==> src/logic/pic_pkg.sv <==
// constants, field layouts and vector table of the priority interrupt controller
package pic_pkg;

	// ----------------------------------------------------------------
	// register map: printed indices, byte address is four times the index
	// ----------------------------------------------------------------
	localparam int          MIN_ADDR_W      = 18;
	localparam logic [15:0] LEVEL_CFG_INDEX = 16'hffff;
	localparam logic [15:0] CTRL_INDEX      = 16'hffc0;
	localparam logic [15:0] STATUS_INDEX    = 16'hffc1;
	localparam logic [17:0] LEVEL_CFG_ADDR  = {LEVEL_CFG_INDEX, 2'b00};
	localparam logic [17:0] CTRL_ADDR       = {CTRL_INDEX, 2'b00};
	localparam logic [17:0] STATUS_ADDR     = {STATUS_INDEX, 2'b00};

	// ----------------------------------------------------------------
	// interrupt_level_config fields
	// ----------------------------------------------------------------
	localparam int          EXT_A_LSB       = 0;
	localparam int          EXT_B_LSB       = 3;
	localparam int          EXT_EDGE_OFS    = 2;
	localparam int          AUDIO_LSB       = 10;
	localparam int          HOST_LSB        = 12;
	localparam int          MEMORY_LSB      = 14;
	localparam logic [23:0] LEVEL_CFG_RW    = 24'h00_fc3f;
	localparam logic [23:0] LEVEL_CFG_RESET = 24'h00_0000;

	// ----------------------------------------------------------------
	// control and status fields
	// ----------------------------------------------------------------
	localparam int          TX_BANK_BIT     = 0;
	localparam int          RX_BANK_BIT     = 1;
	localparam int          MASK_LSB        = 8;
	localparam logic [1:0]  MASK_RESET      = 2'h3;
	localparam int          STAT_VEC_LSB    = 0;
	localparam int          STAT_LEVEL_LSB  = 16;
	localparam int          STAT_VALID_BIT  = 24;
	localparam int          STAT_NM_LSB     = 25;

	// ----------------------------------------------------------------
	// sources and vectors
	// ----------------------------------------------------------------
	localparam int          NUM_NM          = 5;
	localparam int          NUM_MASKABLE    = 18;
	localparam logic [4:0]  SRC_RESET       = 5'h00;
	localparam logic [4:0]  SRC_EXT_A       = 5'h06;
	localparam logic [4:0]  SRC_EXT_B       = 5'h07;
	localparam logic [1:0]  NM_LEVEL        = 2'h3;
	localparam logic [15:0] VEC_RESET       = 16'h0000;
	localparam logic [15:0] VEC_EXT_B       = 16'h000a;
	localparam logic [15:0] VEC_SWI         = 16'h0006;
	localparam logic [15:0] BANK_OFFSET     = 16'h0030;
	localparam logic [15:0] VEC_BANK_HIGH   = 16'h0040;
	// illegal instruction, nmi, stack error, trace, software trap
	localparam logic [15:0] NM_VEC [NUM_NM] = '{16'h003e, 16'h001e, 16'h0002, 16'h0004,
		16'h0006};
	// maskable sources in fixed tie order, low index wins
	localparam logic [15:0] MASKABLE_VEC [NUM_MASKABLE] = '{
		16'h0008, 16'h000a, 16'h001a, 16'h0014, 16'h0016, 16'h0010, 16'h0018, 16'h0012,
		16'h002c, 16'h002a, 16'h0022, 16'h0028, 16'h0020, 16'h0024,
		16'h0034, 16'h0036, 16'h0032, 16'h0030};
	localparam logic [17:0] TX_SRC_MASK     = 18'h0_00a8;
	localparam logic [17:0] RX_SRC_MASK     = 18'h0_0054;

	// ----------------------------------------------------------------
	// bus
	// ----------------------------------------------------------------
	localparam logic [1:0]  RESP_OKAY       = 2'h0;
	localparam logic [1:0]  RESP_SLVERR     = 2'h2;

	typedef enum logic {WR_ACCEPT = 1'b0, WR_RESP = 1'b1} wr_state_t;
	typedef enum logic {RD_ACCEPT = 1'b0, RD_RESP = 1'b1} rd_state_t;

endpackage

==> src/logic/priority_interrupt_controller.sv <==
// priority interrupt controller with vector selection and axi4-lite registers
// Summary of operation
// - 24-bit software-written level configuration register
// - sources programmable to levels 0-2 by writes
// - bits 0-5 hold request A/B fields
// - request A beats B at equal level
// - bits 6-9 and 16-23 reserved, no function
// - bits 10-15 hold three 2-bit group fields
// - nonmaskable order: reset, illegal, nmi, stack, trace, trap
// - maskable ties: A, B, audio sources first
// - then host sources, then memory sources
// - fixed core vectors for core sources
// - transmit bank bit moves audio transmit vectors
// - receive bank bit moves audio receive vectors
// - fixed host serial vectors
// - fixed external memory vectors
// - reset clears the level configuration register
// - reset sets both control word mask bits
// - held in reset, then fetch from 0000
//
// The AXI4-Lite interface to the registers was chosen for this implementation.
`timescale 1ns/1ps

module priority_interrupt_controller #(
	parameter int ADDR_W = 18
) (
	// clock and reset
	input  wire logic              sys_clk_in,
	input  wire logic              reset_n_in,
	// axi4-lite write address and data
	input  wire logic [ADDR_W-1:0] s_axi_awaddr_in,
	input  wire logic              s_axi_awvalid_in,
	output logic                   s_axi_awready_out,
	input  wire logic [31:0]       s_axi_wdata_in,
	input  wire logic [3:0]        s_axi_wstrb_in,
	input  wire logic              s_axi_wvalid_in,
	output logic                   s_axi_wready_out,
	// axi4-lite write response
	output logic [1:0]             s_axi_bresp_out,
	output logic                   s_axi_bvalid_out,
	input  wire logic              s_axi_bready_in,
	// axi4-lite read
	input  wire logic [ADDR_W-1:0] s_axi_araddr_in,
	input  wire logic              s_axi_arvalid_in,
	output logic                   s_axi_arready_out,
	output logic [31:0]            s_axi_rdata_out,
	output logic [1:0]             s_axi_rresp_out,
	output logic                   s_axi_rvalid_out,
	input  wire logic              s_axi_rready_in,
	// external request pins, active low
	input  wire logic              ext_request_a_n_in,
	input  wire logic              ext_request_b_n_in,
	// nonmaskable event pulses
	input  wire logic              illegal_instr_in,
	input  wire logic              nmi_in,
	input  wire logic              stack_error_in,
	input  wire logic              trace_in,
	input  wire logic              software_trap_in,
	// peripheral group request levels
	input  wire logic [5:0]        audio_req_in,
	input  wire logic [5:0]        host_req_in,
	input  wire logic [3:0]        memory_req_in,
	// vector handshake with the core sequencer
	output logic                   vector_valid_out,
	output logic [15:0]            vector_out,
	output logic [1:0]             vector_level_out,
	input  wire logic              vector_ack_in
);

	// ----------------------------------------------------------------
	// parameter check
	// ----------------------------------------------------------------
	if (ADDR_W < pic_pkg::MIN_ADDR_W) begin : g_bad_addr_w
		$error("ADDR_W too narrow for the register map");
	end

	// ----------------------------------------------------------------
	// state
	// ----------------------------------------------------------------
	typedef struct packed {
		logic [23:0]       level_cfg;
		logic              tx_bank;
		logic              rx_bank;
		logic [1:0]        mask;
		logic              reset_pend;
		logic [4:0]        nm_pend;
		logic              ext_a_edge;
		logic              ext_b_edge;
		logic              ext_a_prev;
		logic              ext_b_prev;
		logic              vec_valid;
		logic [15:0]       vec;
		logic [1:0]        vec_level;
		logic [4:0]        vec_src;
		pic_pkg::wr_state_t wr_state;
		logic              awready;
		logic              wready;
		logic              aw_held;
		logic              w_held;
		logic [ADDR_W-1:0] awaddr;
		logic [31:0]       wdata;
		logic [3:0]        wstrb;
		logic              bvalid;
		logic [1:0]        bresp;
		pic_pkg::rd_state_t rd_state;
		logic              arready;
		logic              rvalid;
		logic [31:0]       rdata;
		logic [1:0]        rresp;
		logic              first_cycle;
		logic              seen_vec;
	} state_t;

	state_t s;
	state_t next_s;

	// ----------------------------------------------------------------
	// functions
	// ----------------------------------------------------------------
	// a level code of zero disables, codes 1..3 mean levels 0..2
	function automatic logic accepted(input logic [1:0] code, input logic [1:0] mask);
		accepted = (code != 2'h0) && ((code - 2'h1) >= mask);
	endfunction

	// byte-lane merge of a write into a stored word
	function automatic logic [31:0] merge(input logic [31:0] old, input logic [31:0] data,
		input logic [3:0] strb);
		merge = old;
		for (int b = 0; b < 4; b++) begin
			if (strb[b]) begin
				merge[b*8 +: 8] = data[b*8 +: 8];
			end
		end
	endfunction

	// ----------------------------------------------------------------
	// source requests and level codes
	// ----------------------------------------------------------------
	logic [17:0] src_req;
	logic [1:0]  src_code [pic_pkg::NUM_MASKABLE];
	logic        ext_a_active;
	logic        ext_b_active;
	logic        a_b_tie;

	// edge-mode request latches, else pin level
	assign ext_a_active = s.level_cfg[pic_pkg::EXT_A_LSB + pic_pkg::EXT_EDGE_OFS] ?
		s.ext_a_edge : !ext_request_a_n_in;
	assign ext_b_active = s.level_cfg[pic_pkg::EXT_B_LSB + pic_pkg::EXT_EDGE_OFS] ?
		s.ext_b_edge : !ext_request_b_n_in;
	assign src_req = {memory_req_in, host_req_in, audio_req_in, ext_b_active, ext_a_active};
	assign a_b_tie = src_req[0] && src_req[1] && (src_code[0] == src_code[1]) &&
		accepted(src_code[0], s.mask);

	// each group shares its field; audio 10-11, host 12-13, memory 14-15
	always_comb begin
		src_code[0] = s.level_cfg[pic_pkg::EXT_A_LSB +: 2];
		src_code[1] = s.level_cfg[pic_pkg::EXT_B_LSB +: 2];
		for (int i = 2; i < pic_pkg::NUM_MASKABLE; i++) begin
			if (i < 8) begin
				src_code[i] = s.level_cfg[pic_pkg::AUDIO_LSB +: 2];
			end else if (i < 14) begin
				src_code[i] = s.level_cfg[pic_pkg::HOST_LSB +: 2];
			end else begin
				src_code[i] = s.level_cfg[pic_pkg::MEMORY_LSB +: 2];
			end
		end
	end

	// ----------------------------------------------------------------
	// arbiter: nonmaskable first, then highest level, then fixed order
	// ----------------------------------------------------------------
	logic        arb_valid;
	logic [15:0] arb_vec;
	logic [1:0]  arb_level;
	logic [4:0]  arb_src;

	always_comb begin
		arb_valid = 1'b0;
		arb_vec   = pic_pkg::VEC_RESET;
		arb_level = pic_pkg::NM_LEVEL;
		arb_src   = pic_pkg::SRC_RESET;
		if (s.reset_pend) begin
			arb_valid = 1'b1;
		end else begin
			for (int i = pic_pkg::NUM_NM - 1; i >= 0; i--) begin
				if (s.nm_pend[i]) begin
					arb_valid = 1'b1;
					arb_vec   = pic_pkg::NM_VEC[i];
					arb_src   = 5'(i + 1);
				end
			end
			if (!arb_valid) begin
				for (int i = 0; i < pic_pkg::NUM_MASKABLE; i++) begin
					// strict compare keeps the lower index on a tie
					if (src_req[i] && accepted(src_code[i], s.mask) &&
						(!arb_valid || (src_code[i] - 2'h1) > arb_level)) begin
						arb_valid = 1'b1;
						arb_level = src_code[i] - 2'h1;
						arb_src   = 5'(i + 6);
						arb_vec   = pic_pkg::MASKABLE_VEC[i];
						if ((pic_pkg::TX_SRC_MASK[i] && s.tx_bank) ||
							(pic_pkg::RX_SRC_MASK[i] && s.rx_bank)) begin
							arb_vec = pic_pkg::MASKABLE_VEC[i] + pic_pkg::BANK_OFFSET;
						end
					end
				end
			end
		end
	end

	// ----------------------------------------------------------------
	// next state: vector handshake, pending flags and bus slave
	// ----------------------------------------------------------------
	logic [4:0]  nm_in;
	logic        acked;
	logic [5:0]  clr;
	logic [31:0] cfg_merged;
	logic [31:0] ctrl_merged;

	assign nm_in = {software_trap_in, trace_in, stack_error_in, nmi_in, illegal_instr_in};
	assign acked = s.vec_valid && vector_ack_in;

	// held write data merged by byte lanes into the stored configuration word; control data is merged into zero
	assign cfg_merged  = merge({8'h00, s.level_cfg}, s.wdata, s.wstrb);
	assign ctrl_merged = merge(32'h0000_0000, s.wdata, s.wstrb);

	always_comb begin
		next_s             = s;
		next_s.first_cycle = 1'b0;
		clr                = 6'h00;
		// pending clear on acknowledge; a new event in the same cycle wins
		if (acked && s.vec_src < 5'd6) begin
			clr[s.vec_src[2:0]] = 1'b1;
		end
		next_s.reset_pend = s.reset_pend && !clr[0];
		next_s.nm_pend    = (s.nm_pend & ~clr[5:1]) | nm_in;
		next_s.ext_a_prev = ext_request_a_n_in;
		next_s.ext_b_prev = ext_request_b_n_in;
		next_s.ext_a_edge = (s.ext_a_edge && !(acked && s.vec_src == pic_pkg::SRC_EXT_A)) ||
			(s.ext_a_prev && !ext_request_a_n_in);
		next_s.ext_b_edge = (s.ext_b_edge && !(acked && s.vec_src == pic_pkg::SRC_EXT_B)) ||
			(s.ext_b_prev && !ext_request_b_n_in);
		// vector offer, dropped for one cycle after each acknowledge
		if (acked) begin
			next_s.vec_valid = 1'b0;
			next_s.seen_vec  = 1'b1;
		end else begin
			next_s.vec_valid = arb_valid;
			next_s.vec       = arb_vec;
			next_s.vec_level = arb_level;
			next_s.vec_src   = arb_src;
		end
		// write channel: address and data in either order
		unique case (s.wr_state)
			pic_pkg::WR_ACCEPT: begin
				if (s_axi_awvalid_in && s.awready) begin
					next_s.awaddr  = s_axi_awaddr_in;
					next_s.aw_held = 1'b1;
					next_s.awready = 1'b0;
				end
				if (s_axi_wvalid_in && s.wready) begin
					next_s.wdata  = s_axi_wdata_in;
					next_s.wstrb  = s_axi_wstrb_in;
					next_s.w_held = 1'b1;
					next_s.wready = 1'b0;
				end
				if (s.aw_held && s.w_held) begin
					next_s.aw_held  = 1'b0;
					next_s.w_held   = 1'b0;
					next_s.bvalid   = 1'b1;
					next_s.bresp    = pic_pkg::RESP_OKAY;
					next_s.wr_state = pic_pkg::WR_RESP;
					if (s.awaddr == ADDR_W'(pic_pkg::LEVEL_CFG_ADDR)) begin
						next_s.level_cfg = cfg_merged[23:0] & pic_pkg::LEVEL_CFG_RW;
					end else if (s.awaddr == ADDR_W'(pic_pkg::CTRL_ADDR)) begin
						next_s.tx_bank = ctrl_merged[pic_pkg::TX_BANK_BIT];
						next_s.rx_bank = ctrl_merged[pic_pkg::RX_BANK_BIT];
						if (s.wstrb[1]) begin
							next_s.mask = s.wdata[pic_pkg::MASK_LSB +: 2];
						end
					end else if (s.awaddr != ADDR_W'(pic_pkg::STATUS_ADDR)) begin
						next_s.bresp = pic_pkg::RESP_SLVERR;
					end
				end
			end
			pic_pkg::WR_RESP: begin
				if (s_axi_bready_in) begin
					next_s.bvalid   = 1'b0;
					next_s.awready  = 1'b1;
					next_s.wready   = 1'b1;
					next_s.wr_state = pic_pkg::WR_ACCEPT;
				end
			end
		endcase
		// read channel: data one cycle after the address is taken
		unique case (s.rd_state)
			pic_pkg::RD_ACCEPT: begin
				if (s_axi_arvalid_in && s.arready) begin
					next_s.arready  = 1'b0;
					next_s.rvalid   = 1'b1;
					next_s.rd_state = pic_pkg::RD_RESP;
					next_s.rresp    = pic_pkg::RESP_OKAY;
					next_s.rdata    = 32'h0000_0000;
					if (s_axi_araddr_in == ADDR_W'(pic_pkg::LEVEL_CFG_ADDR)) begin
						next_s.rdata[23:0] = s.level_cfg;
					end else if (s_axi_araddr_in == ADDR_W'(pic_pkg::CTRL_ADDR)) begin
						next_s.rdata[pic_pkg::TX_BANK_BIT]      = s.tx_bank;
						next_s.rdata[pic_pkg::RX_BANK_BIT]      = s.rx_bank;
						next_s.rdata[pic_pkg::MASK_LSB +: 2]    = s.mask;
					end else if (s_axi_araddr_in == ADDR_W'(pic_pkg::STATUS_ADDR)) begin
						next_s.rdata[pic_pkg::STAT_VEC_LSB +: 16]  = s.vec;
						next_s.rdata[pic_pkg::STAT_LEVEL_LSB +: 2] = s.vec_level;
						next_s.rdata[pic_pkg::STAT_VALID_BIT]      = s.vec_valid;
						next_s.rdata[pic_pkg::STAT_NM_LSB +: 5]    = s.nm_pend;
					end else begin
						next_s.rresp = pic_pkg::RESP_SLVERR;
					end
				end
			end
			pic_pkg::RD_RESP: begin
				if (s_axi_rready_in) begin
					next_s.rvalid   = 1'b0;
					next_s.arready  = 1'b1;
					next_s.rd_state = pic_pkg::RD_ACCEPT;
				end
			end
		endcase
	end

	// ----------------------------------------------------------------
	// state register; reset clears the configuration and masks all levels
	// ----------------------------------------------------------------
	always_ff @(posedge sys_clk_in or negedge reset_n_in) begin
		if (!reset_n_in) begin
			s             <= '0;
			s.level_cfg   <= pic_pkg::LEVEL_CFG_RESET;
			s.mask        <= pic_pkg::MASK_RESET;
			s.reset_pend  <= 1'b1;
			s.ext_a_prev  <= 1'b1;
			s.ext_b_prev  <= 1'b1;
			s.awready     <= 1'b1;
			s.wready      <= 1'b1;
			s.arready     <= 1'b1;
			s.first_cycle <= 1'b1;
		end else begin
			s <= next_s;
		end
	end

	// ----------------------------------------------------------------
	// outputs
	// ----------------------------------------------------------------
	assign s_axi_awready_out = s.awready;
	assign s_axi_wready_out  = s.wready;
	assign s_axi_bresp_out   = s.bresp;
	assign s_axi_bvalid_out  = s.bvalid;
	assign s_axi_arready_out = s.arready;
	assign s_axi_rdata_out   = s.rdata;
	assign s_axi_rresp_out   = s.rresp;
	assign s_axi_rvalid_out  = s.rvalid;
	assign vector_valid_out  = s.vec_valid;
	assign vector_out        = s.vec;
	assign vector_level_out  = s.vec_level;
endmodule // priority_interrupt_controller

==> config.mk <==
export PLATFORM = sky130hd
export DESIGN_NAME = priority_interrupt_controller
export DESIGN_NICKNAME = d
export VERILOG_FILES = /design/src/logic/pic_pkg.sv /design/src/logic/priority_interrupt_controller.sv
export SDC_FILE = /design/constraint.sdc
export NUM_CORES = 1
export LEC_CHECK = 0
export BUFFER_PORTS_ARGS = -buffer_cell sky130_fd_sc_hd__clkbuf_2
export CAP_MARGIN = 15
export CORE_UTILIZATION = 35
export CTS_BUF_LIST = sky130_fd_sc_hd__clkbuf_16
export DETAILED_ROUTE_END_ITERATION = 16
export HOLD_SLACK_MARGIN = 0.15
export SLEW_MARGIN = 20
export SYNTH_ARGS = -nofsm -noshare
export SYNTH_HDL_FRONTEND = slang
export SYNTH_SLANG_ARGS = --single-unit
==> constraint.sdc <==
create_clock -name sys_clk_in -period 22.5 [get_ports sys_clk_in]
set_input_delay 1.125 -clock sys_clk_in [delete_from_list [all_inputs] [get_ports sys_clk_in]]
set_output_delay 1.125 -clock sys_clk_in [all_outputs]
set_load 0.02 [all_outputs]
==> results.json, run 1 <==
{
  "run_status": "complete, but fails checks",
  "violations_in_the_final_reports": "setup timing",
  "worst_ep_required_time_ns": 22.78,
  "report.final.hold_viol_count": 0,
  "htree_num_levels": 3,
  "horizontal_die_dimension_um": 147.4,
  "async_reset_ff_share_pct": 100.0,
  "global_route.overflow_total": 0,
  "final_count_of_negative_setup_slack_endpoints": 12,
  "area_after_dpl_sq_um": 9001,
  "post-synth-top-area-cell": "sky130_fd_sc_hd__dfrtp_1",
  "cp-end-kind": "register",
  "design.portCount": 163,
  "crit_family": "compound AO/OA/AOI/OAI gates",
  "initial_core_util_pct": 36.12,
  "arrival_time_at_the_worst_endpoint_ns": 23.17,
  "routedWlPerCell_um": 16.62,
  "power_per_cell_area_nw_per_um2": 51.36,
  "setup_repair_after_global_routing_missed_its_margin": "true",
  "final_net_count": 1179,
  "dp.final_hpwl_mm": 15.90,
  "drt_first_pass_iters": 5,
  "cp_num_buf_inv": 4,
  "yosys.cell_count.top_type": "sky130_fd_sc_hd__dfrtp_1",
  "die_area_sq_um": 21740,
  "antenna_violating_nets_left": 0,
  "timing.clock.skew_ns": 0.01119,
  "yosys.area.top_type_share_pct": 33.80,
  "clockBufferDepth": 2,
  "die_h_um": 147.4,
  "ys_seq_area_share_pct": 36.64,
  "part_of_the_power_in_combinational_logic_pct": 20.9,
  "io_buffers": 121,
  "swShare_pct": 29.73,
  "sequentialPowerShare_pct": 50.1,
  "max-vdd-ir-drop_uv": 55.88,
  "tritoncts.num_buffers": 9,
  "grtUsageTotal_pct": 19.96,
  "synth_top_flop_cell": "sky130_fd_sc_hd__dfrtp_1",
  "p_int_mw": 0.3704,
  "layout-drive-gt1-share_pct": 47.58,
  "period_minus_slack_ns": 22.89,
  "hp-class": "reg2reg",
  "final_min_period_over_clock_period_pct": 101.7,
  "slowest_delay_ns": 0.58,
  "worstMarginPinSlew_ns": 1.085,
  "globalplace.congestion": 0.8698,
  "area.growth.synth_to_final_pct": 38.62,
  "num_antenna_cells": 0,
  "peak_fanout_along_the_critical_path": 5,
  "synth.cells.most_frequent": "sky130_fd_sc_hd__dfrtp_1 (100), sky130_fd_sc_hd__nand2_1 (65), sky130_fd_sc_hd__mux2_2 (56)",
  "synth.top_cells.by_area": "sky130_fd_sc_hd__dfrtp_1 (34%), sky130_fd_sc_hd__mux2_2 (8.5%), sky130_fd_sc_hd__ha_1 (8.3%)",
  "synth_cell_type_count": 74,
  "clk-insertion-delay-late_ns": 0.35,
  "final_instance_area_sq_um": 10260,
  "synthesized_cell_area_sq_um": 7403,
  "route.final.wire_length_mm": 21.63,
  "maxSlewViolCount": 0,
  "vias_in_the_first_global_route": 6646,
  "synth_seq_cells": 108,
  "grt_start_max_net_pins": 69,
  "yosysWarningCount": 0,
  "cap_violations": 0,
  "route.vias.total": 6798,
  "detail_route.drc_violations": 0,
  "clockRootBuffer": "sky130_fd_sc_hd__clkbuf_16",
  "path_class": "in2reg",
  "floorplan.core_area_sq_um": 20490,
  "grt_pass1_wl_mm": 34.64,
  "fmaxAchievable_mhz": 43.69,
  "timing.critical_path.from_type": "input pin",
  "syn_avg_cell_area_sq_um": 9.395,
  "antenna_found_initial": 0,
  "post_synth_inst_count": 788,
  "power.share.clock_pct": 29.0,
  "r2r_slack_ns": -0.28,
  "max-slew-margin-rel_pct": 27.49,
  "fin_tns_setup_ns": -3.495,
  "static-leakage-power_nw": 4.733,
  "cts_tree": "yes",
  "switching_power_mw": 0.1567,
  "crit_slowest_cell": "sky130_fd_sc_hd__or4_4",
  "timing.final.ws_setup_ns": -0.3867,
  "rows": 52,
  "route.detailed.vias_per_inst": 5.221,
  "synth_enable_flop_cells": 0,
  "clock_sinks": 108,
  "first_iter_violations": 291,
  "clkTransAtPathRegs_ns": 0.07
}
==> cell type report <==
type                            instances  area (sq um)
Inverter                               43         161.4
Clock inverter                          7         57.56
Clock buffer                            9         225.2
Sequential cell                       108          2713
Multi-Input combinational cell        580          4900
Fill cell                            1912         10230
Tap cell                              270         337.8
Timing Repair Buffer                  285          1868
==> cells in the final DEF (no fill, tap or decap), drive strengths merged, types with 4 or more instances in the layout <==
cell type / netlist / final
a211o: 4 / 4
a211oi: 7 / 7
a21o: 13 / 13
a21oi: 33 / 33
a22o: 14 / 14
a22oi: 10 / 10
a2bb2oi: 7 / 7
a31oi: 9 / 9
a41oi: 6 / 6
and2: 7 / 7
buf: 59 / 166
clkbuf: 18 / 128
clkinv: 0 / 4
conb: 1 / 21
dfrtp: 100 / 100
dfstp: 8 / 8
ha: 49 / 49
inv: 43 / 46
mux2: 58 / 58
mux2i: 7 / 7
nand2: 66 / 66
nand2b: 8 / 8
nand3: 14 / 14
nand3b: 4 / 4
nand4: 7 / 7
nor2: 50 / 50
nor2b: 13 / 13
nor3: 23 / 23
nor3b: 5 / 5
nor4: 4 / 4
o211ai: 11 / 11
o21a: 4 / 4
o21ai: 52 / 52
o22ai: 6 / 6
o31ai: 11 / 11
o41ai: 5 / 5
or2: 8 / 8
or3: 9 / 9
or4: 5 / 5
==> logic make-up (layout without fill, tap and decap cells) <==
group | Yosys count | in the layout | share of synthesized area (%)
AO/OA/AOI/OAI | 216 | 216 | 20.53
other | 1 | 21 | 0.05065
adder cells (fa/ha/maj) | 49 | 49 | 8.281
flip-flops | 108 | 108 | 36.64
buffers and inverters | 120 | 344 | 9.109
multiplexers | 65 | 65 | 9.768
AND/OR/NAND/NOR | 229 | 229 | 15.62
==> worst paths after layout <==
kind                                          from                 end  cells past startpoint
worst max-delay path            ext_request_a_n_in       vector_out[1]                    122
min in group asynchronous               reset_n_in  s_axi_rresp_out[1]                      1
max in group asynchronous               reset_n_in              s[151]                      2
worst min-delay path              s_axi_rvalid_out    s_axi_rvalid_out                      2
worst min register to register    s_axi_rvalid_out    s_axi_rvalid_out                      2
worst max register to register              s[140]       vector_out[1]                    124
==> what timing repair did <==
item,CTS,global route
pin swaps,68,48
gates resized for setup,38,50
hold buffers,0,0
setup buffers,59,19
endpoints found under the setup margin,13,13
==> tightest hold or removal path, stage by stage, from the launching register on <==
cell and delay (ns):
sky130_fd_sc_hd__dfrtp_1 0.34, sky130_fd_sc_hd__nand2_1 0.06, sky130_fd_sc_hd__nand2_1 0.06
==> power groups by stage <==
stage / Clock, mW / Sequential, mW / Combinational (mW)
2_1_floorplan: 0 / 0.264 / 0.0778
3_3_place_gp: 0 / 0.267 / 0.104
3_5_place_dp: 0 / 0.269 / 0.107
4_1_cts: 0.158 / 0.265 / 0.110
5_1_grt: 0.165 / 0.270 / 0.121
6_report: 0.153 / 0.264 / 0.110
==> flip-flops by register name, indices dropped and copies added, names as in the netlist <==
| name | count |
|---|---|
| vector_level_out | 2 |
| s_axi_rdata_out | 23 |
| vector_valid_out | 1 |
| s_axi_rvalid_out | 1 |
| vector_out | 6 |
| s | 69 |
| s_axi_wready_out | 1 |
| s_axi_arready_out | 1 |
| s_axi_bvalid_out | 1 |
| s_axi_rresp_out | 1 |
| s_axi_awready_out | 1 |
| s_axi_bresp_out | 1 |
==> metal layers <==
layer	up-vias	share of wire [%]	global-route usage (%)
met5	-	0	0
met4	0	1.9	5.258
met3	24	4.3	3.302
met2	181	47	32.22
met1	3287	46	27.65
li1	3306	-	-
==> per-stage QoR <==
step	hold slack (ns)	util (%)	worst slack, ns	power (mW)	cells
2_1_floorplan	0.4498	-	-0.6929	0.3417	808
3_3_place_gp	0.4613	43.92	-0.7765	0.3714	1209
3_5_place_dp	0.4693	43.92	-0.9286	0.3756	1209
4_1_cts	0.4869	48.25	-0.06040	0.5326	1284
5_1_grt	0.4942	50.07	-1.423	0.5563	1302
6_report	0.4842	50.07	-0.3867	0.5271	1302
No activity file was read; power rests on OpenSTA's default activity.
==> inputs of run 2 (changes only) <==
--- a/config.mk
+++ b/config.mk
@@ -11,6 +11,7 @@
 export CTS_BUF_LIST = sky130_fd_sc_hd__clkbuf_16
 export DETAILED_ROUTE_END_ITERATION = 16
 export HOLD_SLACK_MARGIN = 0.15
+export PLACE_DENSITY = 0.67
 export SLEW_MARGIN = 20
 export SYNTH_ARGS = -nofsm -noshare
 export SYNTH_HDL_FRONTEND = slang
==> run 2 against run 1 <==
Effect of this change:
- the flow still finishes with violations (setup timing)
- critical endpoint is now s[102]
- setup slack worse by 0.048 ns
- first-iteration DRC count up 35%
- count of clock-buffer cells in the layout stayed put
- final cell count shrank 0.84%
- cell area down 0.60%
- highest routed layer unchanged
- maximum frequency is 0.21% lower
- global-route usage rose by 0.57 points
- register-to-register slack got worse by 0.09 ns
- total power about the same
- wire length is 4.5% higher
- via count is 2.0% higher
- largest power group unchanged
==> results.json, run 2 (synthesis results as in run 1) <==
{
  "timing.clock.skew_ns": 0.008592,
  "initial_core_util_pct": 36.12,
  "num_antenna_cells": 0,
  "area.growth.synth_to_final_pct": 37.79,
  "floorplan.core_area_sq_um": 20490,
  "rows": 52,
  "totalPowerFinal_mw": 0.5266,
  "final_count_of_negative_setup_slack_endpoints": 12,
  "grtUsageTotal_pct": 20.53,
  "timing.hold.worst.start": "s_axi_rdata_out[11]",
  "layout-drive-gt1-share_pct": 47.31,
  "run_status": "complete, but fails checks",
  "clockRootBuffer": "sky130_fd_sc_hd__clkbuf_16",
  "period_minus_slack_ns": 22.93,
  "cell_count_final_fillers_out": 1291,
  "clk-insertion-delay-late_ns": 0.36,
  "final_core_util_pct": 49.77,
  "mostFrequentLayoutCell": "sky130_fd_sc_hd__buf_4",
  "largest_register_ff_count": 69,
  "arrival_time_at_the_worst_endpoint_ns": 23.17,
  "grt_busiest_layer": "met2",
  "violations_in_the_final_reports": "setup timing",
  "grt_pass1_wl_mm": 35.05,
  "design.portCount": 163,
  "fmaxAchievable_mhz": 43.60,
  "route.final.wire_length_mm": 22.61,
  "clkTransAtPathRegs_ns": 0.07,
  "dp.final_hpwl_mm": 15.77,
  "cts_hold_repair.buffers": 0,
  "die_h_um": 147.4,
  "globalplace.congestion": 0.8948,
  "cp-end-kind": "register",
  "regMostFlops": "s",
  "detail_route.drc_violations": 0,
  "timing.final.ws_setup_ns": -0.4346,
  "max-slew-margin-rel_pct": 35.84,
  "max-vdd-ir-drop_uv": 43.92,
  "final_min_period_over_clock_period_pct": 101.9,
  "die_area_sq_um": 21740,
  "setup_repair_after_global_routing_missed_its_margin": "true",
  "slowest_delay_ns": 0.46,
  "worst_ep_required_time_ns": 22.73,
  "clockBufferDepth": 2,
  "global_route.overflow_total": 0,
  "routedWlPerCell_um": 17.52,
  "mostFrequentLayoutCells": "sky130_fd_sc_hd__buf_4 (148), sky130_fd_sc_hd__clkbuf_2 (119), sky130_fd_sc_hd__dfrtp_1 (100), sky130_fd_sc_hd__nand2_1 (62), sky130_fd_sc_hd__mux2_2 (49)",
  "tritoncts.num_buffers": 9,
  "final.fill_count": 1818,
  "antenna_violating_nets_left": 0,
  "vias_in_the_first_global_route": 6611,
  "worstMarginPinSlew_ns": 0.9567,
  "gr-usage-met2_pct": 33.02,
  "drt_first_pass_iters": 5,
  "grt_start_max_net_pins": 67,
  "cp-startpoint": "ext_request_a_n_in",
  "most_used_cell_along_the_critical_path": "sky130_fd_sc_hd__buf_4",
  "cts_tree": "yes",
  "final_net_count": 1168,
  "path_class": "in2reg",
  "io_buffers": 121,
  "worst_hold_slack_ns": 0.4806,
  "power_per_cell_area_nw_per_um2": 51.63,
  "placed_cells": 1203,
  "first_iter_violations": 392,
  "htree_num_levels": 3,
  "cap_violations": 0,
  "grtUsageMet1_pct": 27.31,
  "route.vias.total": 6932,
  "pre_cts_ws_ns": -0.9107,
  "report.final.hold_viol_count": 0,
  "reg2reg_from": "s[139]",
  "antenna_found_initial": 0,
  "static-leakage-power_nw": 4.693,
  "hp-class": "reg2reg",
  "clock_sinks": 108,
  "horizontal_die_dimension_um": 147.4,
  "maxSlewViolCount": 0,
  "crit_slowest_cell": "sky130_fd_sc_hd__or4_4",
  "grt_util_met3_pct": 3.765,
  "route.detailed.vias_per_inst": 5.369,
  "timing.critical_path.from_type": "input pin",
  "peak_fanout_along_the_critical_path": 9
}
[run 2: cell types whose count changed in the layout (fill, tap and decap cells not counted), sizes merged]
cell | previous run | this run
buf | 166 | 155
clkinv | 4 | 2
clkinvlp | 0 | 2
[run 2: per-layer routing]
layer / up-vias / part of all wire (%)
li1: 3280 / -
met1: 3324 / 44
met2: 261 / 46
met3: 67 / 6.2
met4: 0 / 3.8
met5: - / 0
[run 2: worst paths after layout]
check	endpoint	slack [ns]	cells past startpoint
min in group asynchronous	s_axi_rresp_out[1]	0.74	1
min reg2reg	s_axi_rdata_out[11]	0.48	2
min	s_axi_rdata_out[11]	0.48	2
max	s[102]	-0.43	129
max reg2reg	s[102]	-0.37	131
max in group asynchronous	s[94]	20.53	2
[run 2: critical path, delay by kind of cell]
family	cells	cell delay, ns
compound gates	52	8.21
simple gates	34	5.43
fa+ha+maj	15	3.73
buf+inv	22	2.69
mux	6	1.93
[run 2: layout make-up]
class | instances | area [sq um] | share of cell area (%)
clock buffer | 9 | 225.2 | 2.208
clock inverter | 7 | 51.30 | 0.5029
inverter | 43 | 161.4 | 1.582
multi-input combinational | 580 | 4927 | 48.30
sequential | 108 | 2713 | 26.59
tap | 270 | 337.8 | 3.312
timing repair buffer | 274 | 1785 | 17.50
[run 2: repair_timing]
| item | CTS | global route |
|---|---|---|
| setup endpoints to repair | 13 | 13 |
| pin swaps | 69 | 48 |
| setup buffers | 56 | 17 |
| resized for setup | 36 | 55 |
[run 2: where the power goes]
| part | switching (mW) | internal (mW) |
|---|---|---|
| clock | 0.0745 | 0.0757 |
| combinational | 0.0550 | 0.0567 |
| sequential | 0.0270 | 0.238 |
[run 2: metrics by stage]
stage | instance area (sq um) | TNS (ns)
6_report | 10200 | -3.333
5_1_grt | 10200 | -15.47
4_1_cts | 9807 | -0.06645
3_5_place_dp | 8956 | -9.631
3_3_place_gp | 8956 | -6.895
2_1_floorplan | 7953 | -6.199
==> inputs of run 3 (changes only) <==
--- a/config.mk
+++ b/config.mk
@@ -11,6 +11,7 @@
 export CTS_BUF_LIST = sky130_fd_sc_hd__clkbuf_16
 export DETAILED_ROUTE_END_ITERATION = 16
 export HOLD_SLACK_MARGIN = 0.15
+export MAX_ROUTING_LAYER = met4
 export PLACE_DENSITY = 0.67
 export SLEW_MARGIN = 20
 export SYNTH_ARGS = -nofsm -noshare
==> run 3 against run 2 <==
Effect of this change:
- the run still ends with setup timing left
- sequential power about the same
- final cell count unchanged
- register-to-register slack about the same
- clock power about the same
- wire length about the same
- highest routed layer unchanged
==> results.json, run 3 (synthesis results as in run 1) <==
{
  "run_status": "complete, but fails checks",
  "violations_in_the_final_reports": "setup timing",
  "cp-end-kind": "register",
  "final_min_period_over_clock_period_pct": 101.9,
  "crit_slowest_cell": "sky130_fd_sc_hd__or4_4",
  "floorplan.core_area_sq_um": 20490,
  "htree_num_levels": 3,
  "final.fill_count": 1818,
  "clock_sinks": 108,
  "hp-class": "reg2reg",
  "reg2reg_from": "s[139]",
  "clk-insertion-delay-late_ns": 0.36,
  "timing.critical_path.from_type": "input pin",
  "mostFrequentLayoutCell": "sky130_fd_sc_hd__buf_4",
  "rows": 52,
  "period_minus_slack_ns": 22.93,
  "die_h_um": 147.4,
  "first_iter_violations": 433,
  "horizontal_die_dimension_um": 147.4,
  "arrival_time_at_the_worst_endpoint_ns": 23.16,
  "max-slew-margin-rel_pct": 37.13,
  "fmaxAchievable_mhz": 43.61,
  "antenna_found_initial": 0,
  "route.final.wire_length_mm": 22.61,
  "route.detailed.vias_per_inst": 5.384,
  "detail_route.wirelength.met1_mm": 9.912,
  "met2WireLength_mm": 10.48,
  "fin_tns_setup_ns": -3.227,
  "worst_ep_required_time_ns": 22.73,
  "regMostFlops": "s",
  "largest_register_ff_count": 69,
  "dp.final_hpwl_mm": 15.77,
  "report.final.hold_viol_count": 0,
  "detail_route.drc_violations": 0,
  "maxSlewViolCount": 0,
  "die_area_sq_um": 21740,
  "final_net_count": 1168,
  "area.growth.synth_to_final_pct": 37.79,
  "io_buffers": 121,
  "timing.final.ws_setup_ns": -0.4297,
  "vias_in_the_first_global_route": 6612,
  "drt_first_pass_iters": 7,
  "reg2reg_to": "s[102]",
  "clockRootBuffer": "sky130_fd_sc_hd__clkbuf_16",
  "timing.critical_path.to": "s[102]",
  "wl_met3_mm": 1.324,
  "clkTransAtPathRegs_ns": 0.07,
  "worstMarginPinSlew_ns": 0.9374,
  "final_count_of_negative_setup_slack_endpoints": 12,
  "highest-signal-layer": "met4",
  "cap_violations": 0,
  "grtUsageTotal_pct": 21.18,
  "r2r_slack_ns": -0.36,
  "grt_pass1_wl_mm": 35.08,
  "cts_tree": "yes",
  "initial_core_util_pct": 36.12,
  "routedWlPerCell_um": 17.51,
  "num_antenna_cells": 0,
  "slowest_delay_ns": 0.46,
  "peak_fanout_along_the_critical_path": 6,
  "antenna_violating_nets_left": 0,
  "layout-drive-gt1-share_pct": 47.31,
  "clockBufferDepth": 2,
  "timing.clock.skew_ns": 0.01071,
  "r2r.worst_path.cells": 127,
  "cp-startpoint": "ext_request_a_n_in",
  "final_core_util_pct": 49.77,
  "max-vdd-ir-drop_uv": 43.17,
  "global_route.overflow_total": 0,
  "grt_start_max_net_pins": 67,
  "mostFrequentLayoutCells": "sky130_fd_sc_hd__buf_4 (148), sky130_fd_sc_hd__clkbuf_2 (119), sky130_fd_sc_hd__dfrtp_1 (100), sky130_fd_sc_hd__nand2_1 (62), sky130_fd_sc_hd__mux2_2 (49)",
  "power_per_cell_area_nw_per_um2": 51.65,
  "path_class": "in2reg",
  "design.portCount": 163,
  "totalPowerFinal_mw": 0.5269,
  "static-leakage-power_nw": 4.693,
  "route.vias.total": 6951,
  "tritoncts.num_buffers": 9,
  "setup_repair_after_global_routing_missed_its_margin": "true",
  "globalplace.congestion": 0.9099,
  "most_used_cell_along_the_critical_path": "sky130_fd_sc_hd__a21oi_2"
}
[run 3: final cells by class]
cell class,instances,area [sq um],share of cell area (%)
repair buffers,274,1785,17.50
flip-flops and latches,108,2713,26.59
clock buffers,9,225.2,2.208
clock inverters,7,51.30,0.5029
multi-input cells,580,4927,48.30
well taps,270,337.8,3.312
inverters,43,161.4,1.582
[run 3: repair_timing]
| item | in CTS | in global routing |
|---|---|---|
| hold buffers | 0 | 0 |
| pin swaps | 69 | 48 |
| buffers inserted | 56 | 17 |
| gates resized for setup | 36 | 55 |
| endpoints found under the setup margin | 13 | 13 |
[run 3: where the power goes]
part           leakage, nW  switching (mW)  total [mW]  internal, mW
Clock                0.133          0.0744       0.150        0.0757
Combinational         3.24          0.0551       0.112        0.0567
Sequential            1.32          0.0272       0.265         0.238
[run 3: worst min-delay path by stage]
stage,start,end,slack [ns],depth (start not counted)
6_report,s_axi_rdata_out[11],s_axi_rdata_out[11],0.48,2
5_1_grt,s_axi_rdata_out[10],s_axi_rdata_out[10],0.52,2
4_1_cts,s_axi_rdata_out[11],s_axi_rdata_out[11],0.49,2
3_5_place_dp,s_axi_rdata_out[11],s_axi_rdata_out[11],0.47,2
3_3_place_gp,s_axi_rvalid_out,s_axi_rvalid_out,0.46,2
2_1_floorplan,s_axi_rresp_out[1],s_axi_rresp_out[1],0.45,2
[run 3: metal layers]
layer / vias up / global-route usage (%)
met2: 280 / 33.14
met1: 3317 / 27.35
met3: 77 / 3.488
met5: - / -
met4: 0 / 8.299
li1: 3277 / -
[run 3: stage by stage]
stage          setup slack [ns]  hold WS (ns)  cell area (sq um)  cells
2_1_floorplan           -0.6929        0.4498               7953    808
3_3_place_gp            -0.6795        0.4590               8956   1203
3_5_place_dp            -0.9107        0.4702               8956   1203
4_1_cts                -0.06645        0.4855               9807   1275
5_1_grt                  -1.321        0.5182              10200   1291
6_report                -0.4297        0.4806              10200   1291
[run 3: worst max-delay path: cells and delay by family]
| family | cells | cell delay, ns |
|---|---|---|
| fa+ha+maj | 17 | 4.20 |
| compound gates | 57 | 8.71 |
| buf+inv | 5 | 0.46 |
| mux | 8 | 2.59 |
| simple gates | 38 | 6.05 |
